[src/design/lossl_pkg.sv]
// Constants shared by the line loss-of-signal status block
package lossl_pkg;
  // ==========================================================
  // Register bus geometry
  localparam int unsigned LOSSL_AW = 8;
  localparam int unsigned LOSSL_DW = 8;
  // ==========================================================
  // Register offsets (byte addresses)
  localparam logic [7:0] LOSSL_OFF_ALARM = 8'h00; // Alarm status, read only
  localparam logic [7:0] LOSSL_OFF_EVENT = 8'h04; // Sticky events, write one to clear
  localparam logic [7:0] LOSSL_OFF_MASK = 8'h08; // Interrupt enables
  localparam logic [7:0] LOSSL_OFF_CTRL = 8'h0C; // Line mode control
  // ==========================================================
  // Field positions
  localparam int unsigned LOSSL_BIT_DIG = 5; // Digital detector declares
  localparam int unsigned LOSSL_BIT_ANA = 4; // Analog detector declares
  localparam int unsigned LOSSL_BIT_LOS = 1; // Channel loss of signal
  localparam int unsigned LOSSL_EV_DIG = 0; // Digital declare event
  localparam int unsigned LOSSL_EV_ANA = 1; // Analog declare event
  localparam int unsigned LOSSL_EV_LOS = 2; // Channel declare event
  localparam int unsigned LOSSL_CTRL_E3 = 0; // 1 selects E3 operation
  // ==========================================================
  // Reset values
  localparam logic [7:0] LOSSL_RST_MASK = 8'h00;
  localparam logic [7:0] LOSSL_RST_CTRL = 8'h00;
  localparam logic [7:0] LOSSL_RST_EVENT = 8'h00;
  // ==========================================================
  // Detector counts, in bit periods
  localparam int unsigned LOSSL_ZERO_RUN = 160; // Pulse-free periods to declare
  localparam int unsigned LOSSL_WIN = 64; // Density window length
  localparam int unsigned LOSSL_WIN_AW = 6; // Window address width
  localparam int unsigned LOSSL_DENS_PCT = 33; // Clear density, percent
  localparam int unsigned LOSSL_DENS_MIN = (LOSSL_WIN * LOSSL_DENS_PCT + 99) / 100;
endpackage

[src/design/lossl_top.sv]
// Line loss-of-signal status logic: digital and analog detectors, status and interrupt
// ==========================================================
//
// Decided for this implementation: the placing of the registers and the plain strobed port.
`timescale 1ns/1ps
module lossl_top
  import lossl_pkg::*;
(
  input wire logic i_sys_clk, // 40 MHz system clock
  input wire logic i_sys_rst, // Synchronous reset, active high
  input wire logic i_bit_tick, // Pin: high marks one received bit period
  input wire logic i_pulse, // Pin: a pulse seen in that bit period
  input wire logic i_amp_low, // Pin: amplitude below declare threshold
  input wire logic i_amp_ok, // Pin: amplitude above clear threshold
  input wire logic i_g775_los, // Pin: E3 detector declares
  input wire logic [LOSSL_AW-1:0] i_addr, // Register address
  input wire logic [LOSSL_DW-1:0] i_wdata, // Register write data
  input wire logic i_wr, // Write strobe
  input wire logic i_rd, // Read strobe
  output logic [LOSSL_DW-1:0] o_rdata, // Read data, cycle after strobe
  output logic o_los, // Channel loss of signal
  output logic o_irq // Interrupt, level
);
  // ==========================================================
  // Input synchronisers
  logic [3:0] pin_m_r; // First stage, read only by second stage
  logic [3:0] pin_s_r; // Second stage
  logic g775_m_r; // First stage of E3 detector pin
  logic g775_s_r; // Second stage
  logic tick; // Synced bit period strobe
  logic pulse; // Synced pulse flag
  logic amp_low; // Synced low amplitude flag
  logic amp_ok; // Synced good amplitude flag

  // Pins come from the line side with no timing relation to this clock
  // Two flops on every pin, the trade is two cycles of latency
  always_ff @(posedge i_sys_clk) begin
    if (i_sys_rst) begin
      pin_m_r <= 4'h0;
      pin_s_r <= 4'h0;
      g775_m_r <= 1'b0;
      g775_s_r <= 1'b0;
    end else begin
      pin_m_r <= {i_amp_ok, i_amp_low, i_pulse, i_bit_tick};
      pin_s_r <= pin_m_r;
      g775_m_r <= i_g775_los;
      g775_s_r <= g775_m_r;
    end
  end

  assign tick = pin_s_r[0];
  assign pulse = pin_s_r[1];
  assign amp_low = pin_s_r[2];
  assign amp_ok = pin_s_r[3];

  // ==========================================================
  // Address decode
  // One shared compare, so the write and read paths can never disagree on the map
  function automatic logic addr_hit(input logic [LOSSL_AW-1:0] a, input logic [LOSSL_AW-1:0] off);
    return a == off;
  endfunction

  // ==========================================================
  // Control register
  logic [LOSSL_DW-1:0] ctrl_r; // Mode control
  logic e3; // E3 operation selected

  // Software selects the line mode
  // Only bit 0 acts; the spare bits are kept so software reads back what it wrote
  always_ff @(posedge i_sys_clk) begin
    if (i_sys_rst) begin
      ctrl_r <= LOSSL_RST_CTRL;
    end else if (i_wr && addr_hit(i_addr, LOSSL_OFF_CTRL)) begin
      ctrl_r <= i_wdata;
    end
  end

  assign e3 = ctrl_r[LOSSL_CTRL_E3];

  // ==========================================================
  // Pulse-free run counter
  logic [7:0] zero_cnt_r; // Consecutive periods with no pulse
  logic dig_set; // Digital declare condition

  // Saturates at the declare count so a long outage cannot wrap
  // A single pulse restarts the run, so a sparse but live line never declares
  always_ff @(posedge i_sys_clk) begin
    if (i_sys_rst || e3) begin
      zero_cnt_r <= 8'h00;
    end else if (tick) begin
      if (pulse) begin
        zero_cnt_r <= 8'h00;
      end else if (zero_cnt_r < 8'(LOSSL_ZERO_RUN)) begin
        zero_cnt_r <= zero_cnt_r + 8'h01;
      end
    end
  end

  assign dig_set = tick && !pulse && zero_cnt_r == 8'(LOSSL_ZERO_RUN - 1) && !e3;

  // ==========================================================
  // Density window
  logic [LOSSL_WIN_AW-1:0] wptr_r; // Oldest slot, overwritten next
  logic full_r; // Window holds a full set of samples
  logic upd_r; // Sample written last cycle
  logic new_r; // That sample's pulse flag
  logic old_vld_r; // Slot read last cycle held a real sample
  logic old_bit; // Sample leaving the window
  logic [6:0] dens_r; // Pulses inside the window

  lossl_win_mem u_win (
    .i_sys_clk(i_sys_clk),
    .i_we(tick),
    .i_addr(wptr_r),
    .i_wdata(pulse),
    .o_rdata(old_bit)
  );

  // Window length is our choice; 64 slots keep the count within 7 bits
  // Pointer and fill state; unfilled slots count as no pulse
  always_ff @(posedge i_sys_clk) begin
    if (i_sys_rst) begin
      wptr_r <= '0;
      full_r <= 1'b0;
      upd_r <= 1'b0;
      new_r <= 1'b0;
      old_vld_r <= 1'b0;
    end else begin
      upd_r <= tick;
      new_r <= pulse;
      old_vld_r <= full_r;
      if (tick) begin
        wptr_r <= wptr_r + 1'b1;
        if (wptr_r == LOSSL_WIN_AW'(LOSSL_WIN - 1)) begin
          full_r <= 1'b1;
        end
      end
    end
  end

  // Sliding count: add the newest, drop the oldest
  always_ff @(posedge i_sys_clk) begin
    if (i_sys_rst) begin
      dens_r <= 7'h00;
    end else if (upd_r) begin
      dens_r <= dens_r + {6'h00, new_r} - {6'h00, old_vld_r & old_bit};
    end
  end

  // ==========================================================
  // Detectors
  logic dig_r; // Digital detector declares
  logic ana_r; // Analog detector declares
  logic dens_ok; // Density at or above the clear level

  assign dens_ok = dens_r >= 7'(LOSSL_DENS_MIN);

  // Digital detector; declare outranks clear
  always_ff @(posedge i_sys_clk) begin
    if (i_sys_rst || e3) begin
      dig_r <= 1'b0;
    end else if (dig_set) begin
      dig_r <= 1'b1;
    end else if (dens_ok) begin
      dig_r <= 1'b0;
    end
  end

  // Both flags at once cannot happen on a real line; declare is given priority
  // Analog flag; between thresholds it holds, giving hysteresis
  always_ff @(posedge i_sys_clk) begin
    if (i_sys_rst || e3) begin
      ana_r <= 1'b0;
    end else if (amp_low) begin
      ana_r <= 1'b1;
    end else if (amp_ok) begin
      ana_r <= 1'b0;
    end
  end

  // ==========================================================
  // Channel state
  logic los_r; // Channel loss of signal

  // Registered so o_los comes straight from a flop, at the cost of one cycle
  // E3 bypasses both detectors
  always_ff @(posedge i_sys_clk) begin
    if (i_sys_rst) begin
      los_r <= 1'b0;
    end else if (e3) begin
      los_r <= g775_s_r;
    end else begin
      los_r <= dig_r | ana_r;
    end
  end

  assign o_los = los_r;

  // ==========================================================
  // Events and interrupt
  logic [2:0] prev_r; // Last detector states, for edges
  logic [2:0] rise; // Declare edges
  logic [LOSSL_DW-1:0] evt_r; // Sticky events
  logic [LOSSL_DW-1:0] mask_r; // Interrupt enables
  logic [LOSSL_DW-1:0] evt_clr; // Bits software clears
  logic irq_r; // Interrupt flop

  // Events are edges, so a state that stays up sets its bit only once
  assign rise = {los_r, ana_r, dig_r} & ~prev_r;
  assign evt_clr = (i_wr && addr_hit(i_addr, LOSSL_OFF_EVENT)) ? i_wdata : 8'h00;

  // Edge history
  always_ff @(posedge i_sys_clk) begin
    if (i_sys_rst) begin
      prev_r <= 3'h0;
    end else begin
      prev_r <= {los_r, ana_r, dig_r};
    end
  end

  // A new event in the clearing cycle is kept
  always_ff @(posedge i_sys_clk) begin
    if (i_sys_rst) begin
      evt_r <= LOSSL_RST_EVENT;
    end else begin
      evt_r <= (evt_r & ~evt_clr) | {5'h00, rise};
    end
  end

  // Mask register
  always_ff @(posedge i_sys_clk) begin
    if (i_sys_rst) begin
      mask_r <= LOSSL_RST_MASK;
    end else if (i_wr && addr_hit(i_addr, LOSSL_OFF_MASK)) begin
      mask_r <= i_wdata;
    end
  end

  // Interrupt follows one cycle behind the masked sticky events
  always_ff @(posedge i_sys_clk) begin
    if (i_sys_rst) begin
      irq_r <= 1'b0;
    end else begin
      irq_r <= |(evt_r & mask_r);
    end
  end

  assign o_irq = irq_r;

  // ==========================================================
  // Read port
  logic [LOSSL_DW-1:0] alarm; // Alarm status image
  logic [LOSSL_DW-1:0] rdata_r; // Read data flop

  // Other alarm bits belong to blocks outside this one and read zero
  always_comb begin
    alarm = 8'h00;
    alarm[LOSSL_BIT_DIG] = dig_r;
    alarm[LOSSL_BIT_ANA] = ana_r;
    alarm[LOSSL_BIT_LOS] = los_r;
  end

  // Zero outside the answer cycle, so several slaves can share a wired-OR bus
  // Alarm has no write path at all; unmapped reads give zero
  always_ff @(posedge i_sys_clk) begin
    if (i_sys_rst || !i_rd) begin
      rdata_r <= 8'h00;
    end else if (addr_hit(i_addr, LOSSL_OFF_ALARM)) begin
      rdata_r <= alarm;
    end else if (addr_hit(i_addr, LOSSL_OFF_EVENT)) begin
      rdata_r <= evt_r;
    end else if (addr_hit(i_addr, LOSSL_OFF_MASK)) begin
      rdata_r <= mask_r;
    end else if (addr_hit(i_addr, LOSSL_OFF_CTRL)) begin
      rdata_r <= ctrl_r;
    end else begin
      rdata_r <= 8'h00;
    end
  end

  assign o_rdata = rdata_r;
endmodule

[src/design/lossl_win_mem.sv]
// Pulse history window memory, one bit per received bit period
`timescale 1ns/1ps
module lossl_win_mem
  import lossl_pkg::*;
(
  input wire logic i_sys_clk, // System clock
  input wire logic i_we, // Write strobe
  input wire logic [LOSSL_WIN_AW-1:0] i_addr, // Slot to read and overwrite
  input wire logic i_wdata, // New pulse flag
  output logic o_rdata // Old slot content, one cycle later
);
  // ==========================================================
  // Storage
  logic mem_r [LOSSL_WIN]; // No reset: the caller masks slots not yet filled
  logic rdata_r; // Registered read port

  // Read before write, so the old sample leaves as the new one enters
  always_ff @(posedge i_sys_clk) begin
    rdata_r <= mem_r[i_addr];
    if (i_we) begin
      mem_r[i_addr] <= i_wdata;
    end
  end

  assign o_rdata = rdata_r;
endmodule

[config.mk]
export PLATFORM = sky130hd
export DESIGN_NAME = lossl_top
export DESIGN_NICKNAME = d
export VERILOG_FILES = /design/src/design/lossl_pkg.sv /design/src/design/lossl_top.sv /design/src/design/lossl_win_mem.sv
export SDC_FILE = /design/constraint.sdc
export NUM_CORES = 1
export LEC_CHECK = 0
export BUFFER_PORTS_ARGS = -buffer_cell sky130_fd_sc_hd__buf_2
export CAP_MARGIN = 0
export CORE_MARGIN = 5
export CORE_UTILIZATION = 55
export DETAILED_ROUTE_END_ITERATION = 16
export PLACE_DENSITY_LB_ADDON = 0.1
export SETUP_SLACK_MARGIN = 0.02
export SYNTH_ARGS = -nofsm -noshare
export SYNTH_HDL_FRONTEND = slang
export SYNTH_SLANG_ARGS = --single-unit
[constraint.sdc]
create_clock -name i_sys_clk -period 2.1 [get_ports i_sys_clk]
set_input_delay 0.315 -clock i_sys_clk [delete_from_list [all_inputs] [get_ports i_sys_clk]]
set_output_delay 0.315 -clock i_sys_clk [all_outputs]
set_load 0.05 [all_outputs]
# == Word-level counts from Yosys, hierarchy flattened ==
# Memory sizes are Yosys's and may differ from the RTL's. A register that Yosys moved wholly into a read port is not among the register bits.
# Index checks and enable logic that the tools add are counted.
# word_totals
output_inout_bits,10
mem_bits_rw,64
regBits,74
word_cells,74
n_memories,1
input_bits,25
# op_classes
eq_ne,5
order_cmp,2
n_mux,14
add_sub_neg,4
n_bitwise,8
reduce_logical,19
# mem_list
name,depth,word_bits,rd,rd_clocked_by_memory_dff,write_ports,line_no,rtl
u_win.mem_r,64,1,1,1,1,lossl_win_mem.sv:14,logic mem_r [LOSSL_WIN];
# op_table
cell,count
$mux 8,6
$and 8x8->8,2
$eq 8x4->1 const B,2
$add 8x1->8 const B,1
$eq 8x3->1 const B,1
$eq 8x8->1 const B,1
$logic_not 8->1,1
$lt 8x8->1 const B,1
$not 8->8,1
$or 8x3->8,1
$reduce_or 8->1,1
$add 7x1->7,1
$ge 7x5->1 const B,1
$mux 1,7
$sub 7x1->7,1
$add 6x1->6 const B,1
$eq 6x6->1 const B,1
$logic_and 1x1->1,6
$mux 6,1
$reduce_bool 2->1,3
$reduce_and 2->1,2
$and 3x3->3,1
$logic_not 1->1,3
$not 3->3,1
4 further kinds,5

# == Logic depth before layout (Yosys ltp) ==
# logic_depth
word_depth,6
mapped_depth,12
depth_no_buf,12

# == Hierarchy ==
# Synthesis repeated with hierarchy kept, for this count alone.
# unflattened
cells_unflattened,553
area_unflattened_um2,6154.7
# modules_own_cells
module,seq_area_each_um2,n_inst,area_each_um2,cells_per_inst
lossl_top,1481.4,1,3200.6,330
lossl_win_mem,1941.9,1,2954.1,223

# == Worst setup path before layout ==
# Ideal clock, no wire load.
# synth_path
path_type,flip-flop to flip-flop
from,register pin_s_r[1]
to,register zero_cnt_r[1]
setup_slack_ns,-0.109
setup_time_ns,0.086
stages_incl_launch_ff,5
arrival_ns,2.123
period_less_slack_ns,2.209
required_ns,2.014
path_buffers,0
path_cell_list,dfxtp_1 -> nand2b_1 -> o21ai_1 -> or3b_2 -> a211oi_1
# synth_via
elab_chain_len,2
elab_cells_between_ends,3
classes_between,1 x mux; 2 x reduce/logical
# synth_rtl
item,line_no,rtl
from (decl),lossl_top.sv:27,logic [3:0] pin_s_r;
from (signal assigned),lossl_top.sv:45,pin_s_r <= pin_m_r;
$reduce_bool 2->1 (no line),--,
$reduce_and 2->1 (no line),--,
to (signal assigned),lossl_top.sv:94,zero_cnt_r <= zero_cnt_r + 8'h01;
to (decl),lossl_top.sv:82,logic [7:0] zero_cnt_r;
# Parallel ways exist; a longest one is shown, timed or not.
# A chain may end at the register's enable or synchronous reset.

# == Final worst setup path ==
# layout_path
from,register old_vld_r
to,register dens_r[6]
# layout_via
elab_chain_len,2
# layout_rtl
item,line_no,rtl
from (decl),lossl_top.sv:107,logic old_vld_r;
from (signal assigned),lossl_top.sv:131,old_vld_r <= full_r;
$and 1x1->1,lossl_top.sv:146,"dens_r <= dens_r + {6'h00, new_r} - {6'h00, old_vld_r & old_bit};"
$sub 7x1->7,lossl_top.sv:146,
to (signal assigned),lossl_top.sv:146,
to (decl),lossl_top.sv:109,logic [6:0] dens_r;
# No other way between the ends.

==> flow_summary.yaml <==
run_status:
  status: "finished with violations"
  violations: "setup timing"
setup_path:
  r2r_start: "old_vld_r"
  worstPathRequired_ps: 2540
  crit_type: "reg -> reg"
  cp_max_fo: 2
  r2r_slack_ps: -100
  end_kind: "register"
  r2r-end: "dens_r[6]"
  arrival_ps: 2650
  cp-start-kind: "register"
  rr_worst_depth: 12
synth:
  yosysTopAreaCellShare_pct: 31.5
  synth_compound_area_share_pct: 8.80
  synthDistinctLibCells: 64
  yosys_most_used_dff: "dfxtp_1"
  synth_top_family_by_area: "simple AND/OR/NAND/NOR gates"
  synthArstFlopShare_pct: 0
  yosys.area.top_type: "edfxtp_1"
  ys_seq_area_share_pct: 56.1
  synth-edff-count: 64
  synthAdderAreaFrac_pct: 3.00
  syn-num-nets: 606
  synth.area.mux_share_pct: 8.68
  ys_ff_latch: 139
  synthCells: 567
  avgSynthCellArea_um2: 10.8
  synth_commonest_cells: "126 x nor2_1, 75 x dfxtp_1, 64 x edfxtp_1, 27 x mux2i_1, 27 x nor2b_1"
  netlist_area_um2: 6100
  ys_warn_count: 0
  synth.most_common_cell: "nor2_1"
  synth-simple-area-share_pct: 18.2
  yosys-top-cells-area: "edfxtp_1 32%, dfxtp_1 25%, nor2_1 7.8%, mux2i_1 4.4%, nor2b_1 2.8%"
  synthXorXnorAreaFrac_pct: 1.58
cells_and_area:
  antennaDiodeCount: 0
  syn_to_final_growth_pct: 21.7
  final_nets: 677
  layout-drive-gt1-share_pct: 23.3
  layout.cells.non_filler: 791
  seq_area_um2: 3430
  nFillCells: 854
  multi_input_area_um2: 2550
hold_path:
  min-delay-start: "i_wdata[1]"
  hold_end: "ctrl_r[1]"
  min_path_cells: 3
  hp-class: "in -> reg"
die:
  io_pins: 35
  coreArea_um2: 10800
  fp-row-count: 38
  floorplan.initialDensity_pct: 56.3
  die-width_um: 115
  die_h_um: 115
  die_area_um2: 13300
timing:
  finalHoldViolCount: 0
  final_max_slew_viol_count: 0
  fin_crit_sh_pct: 105
  grt_setup_unrepaired: "yes"
  fin_ws_ps: -105
  slew-limit-headroom_pct: 60.2
  setup-violations-final: 1
  max_freq_mhz: 454
  finalCriticalPeriod_ps: 2200
  whs_ps: 55.5
  worst-slew-pin-transition_ps: 597
  finClkSkew_ps: 6.31
place:
  portBuffers: 34
  place_congestion: 0.793
  place_inst: 747
  hpwl_mm: 8.80
cts:
  clock-sinks: 139
  htreeDepth: 4
  clock_latency_ps: 530
  clk_pin_slew_ps: 60
  clockBufferDepth: 2
  cts_tree: "done"
  cts_root_buf: "clkbuf_8"
  numCtsBuffers: 17
routing:
  detail-route-antenna-nets: 0
  wire_per_inst_um: 16.9
  post-route-drc-count: 0
  num_vias: 4439
  vias_per_cell: 5.61
  first_pass_iters: 5
  wl_mm: 13.3
  drt_iter0_drc: 250
grt:
  grt_overflow: 0
  grt_use_total_pct: 21.9
  antenna_found_initial: 0
  grt_pass1_wl_mm: 22.5
  grt_max_degree: 68
  first_global_vias: 4594
pwr:
  ir_worst_vdd_v: 0.000539
  leakage_uw: 0.00276
  power-per-cell-area_nw_per_um2: 828
  total_power_uw: 6150
job:
  maxCapViolCount: 0
-- critical path, cell delays in order, from the launching register on --
cell and delay [ps]:
dfxtp_1 300, and2_4 150, ha_4 250, inv_2 40, ha_4 150, inv_2 50
fa_2 190, nor2b_2 40, o21ai_2 140, a21boi_2 80, o21a_1 170, or3_1 300
a311oi_1 250
-- state kept, by name (all words and copies together), names as in the netlist, 3 cells and up --
signal / cells
prev_r: 3
wptr_r: 6
evt_r: 8
pin_m_r: 4
dens_r: 7
u_win.mem_r: 64
zero_cnt_r: 8
pin_s_r: 4
o_rdata: 8
ctrl_r: 8
mask_r: 8
-- routing by layer --
layer	vias to the layer above	wire [um]	GRT usage (%)
met3	16	789	4.84
met4	0	195	9.00
met2	122	6320	34.9
li1	2145	-	-
met1	2156	6040	29.2
met5	-	0	0
-- worst max path at each step --
stage / start / end / slack (ps)
5_1_grt: old_vld_r / dens_r[6] / -220
3_5_place_dp: old_vld_r / dens_r[6] / -160
6_report: old_vld_r / dens_r[6] / -100
2_1_floorplan: old_vld_r / dens_r[6] / -60
3_3_place_gp: old_vld_r / dens_r[6] / -120
4_1_cts: old_vld_r / dens_r[6] / -180
-- kinds of logic (layout without fill, tap and decap cells) --
family / Yosys count / count (layout)
compound gates: 77 / 77
xor+xnor: 11 / 11
fa+ha+maj: 14 / 14
buf+inv: 47 / 131
flops: 139 / 139
mux: 42 / 42
simple gates: 237 / 237
-- final cells by class --
type	count	area share (%)
Clock inverter	12	1.77
Tap cell	140	2.36
Multi-Input combinational cell	381	34.3
Clock buffer	20	6.44
Timing Repair Buffer	84	8.06
Inverter	15	0.759
Sequential cell	139	46.3
-- report_power, final --
part           total (uW)  internal (uW)  switching, uW
Sequential           2860           2840           17.8
Clock                3030           1870           1160
Combinational         259            122            137
Total                6150           4830           1310
-- layout by cell type (no fill, tap or decap), types with 4 or more instances in the layout --
master	instances
nand3_1	19
a2bb2oi_1	5
mux4_2	5
inv_1	12
nor3_1	13
and3_1	4
nand2_1	16
a211oi_1	4
nor2_1	125
o21ai_0	8
dfxtp_1	70
xor2_1	6
buf_6	4
nor2b_1	25
ha_1	11
a22oi_1	8
buf_2	34
a31oi_1	4
nand2b_1	12
clkbuf_16	18
edfxtp_1	64
inv_4	4
dlygate4sd3_1	10
mux2i_1	26
xnor2_1	5
buf_4	35
a21oi_1	17
-- metrics by stage --
stage | TNS (ps) | worst slack [ps] | util, % | area [um2]
after CTS | -241 | -177 | 67.5 | 7320
final | -105 | -105 | 68.5 | 7420
after floorplan | -55.0 | -55.0 | - | 6100
after global routing | -360 | -215 | 68.5 | 7420
after detailed placement | -209 | -160 | 60.8 | 6590
after global placement | -143 | -118 | 60.8 | 6590
-- what timing repair did --
action	in CTS	in global routing
pin swaps	6	12
endpoints found under the setup margin	3	5
hold endpoints to repair	10	0
setup buffers	1	1
resized for setup	5	23
hold buffers	10	0
Note: power is estimated with default switching activity, not from simulation.
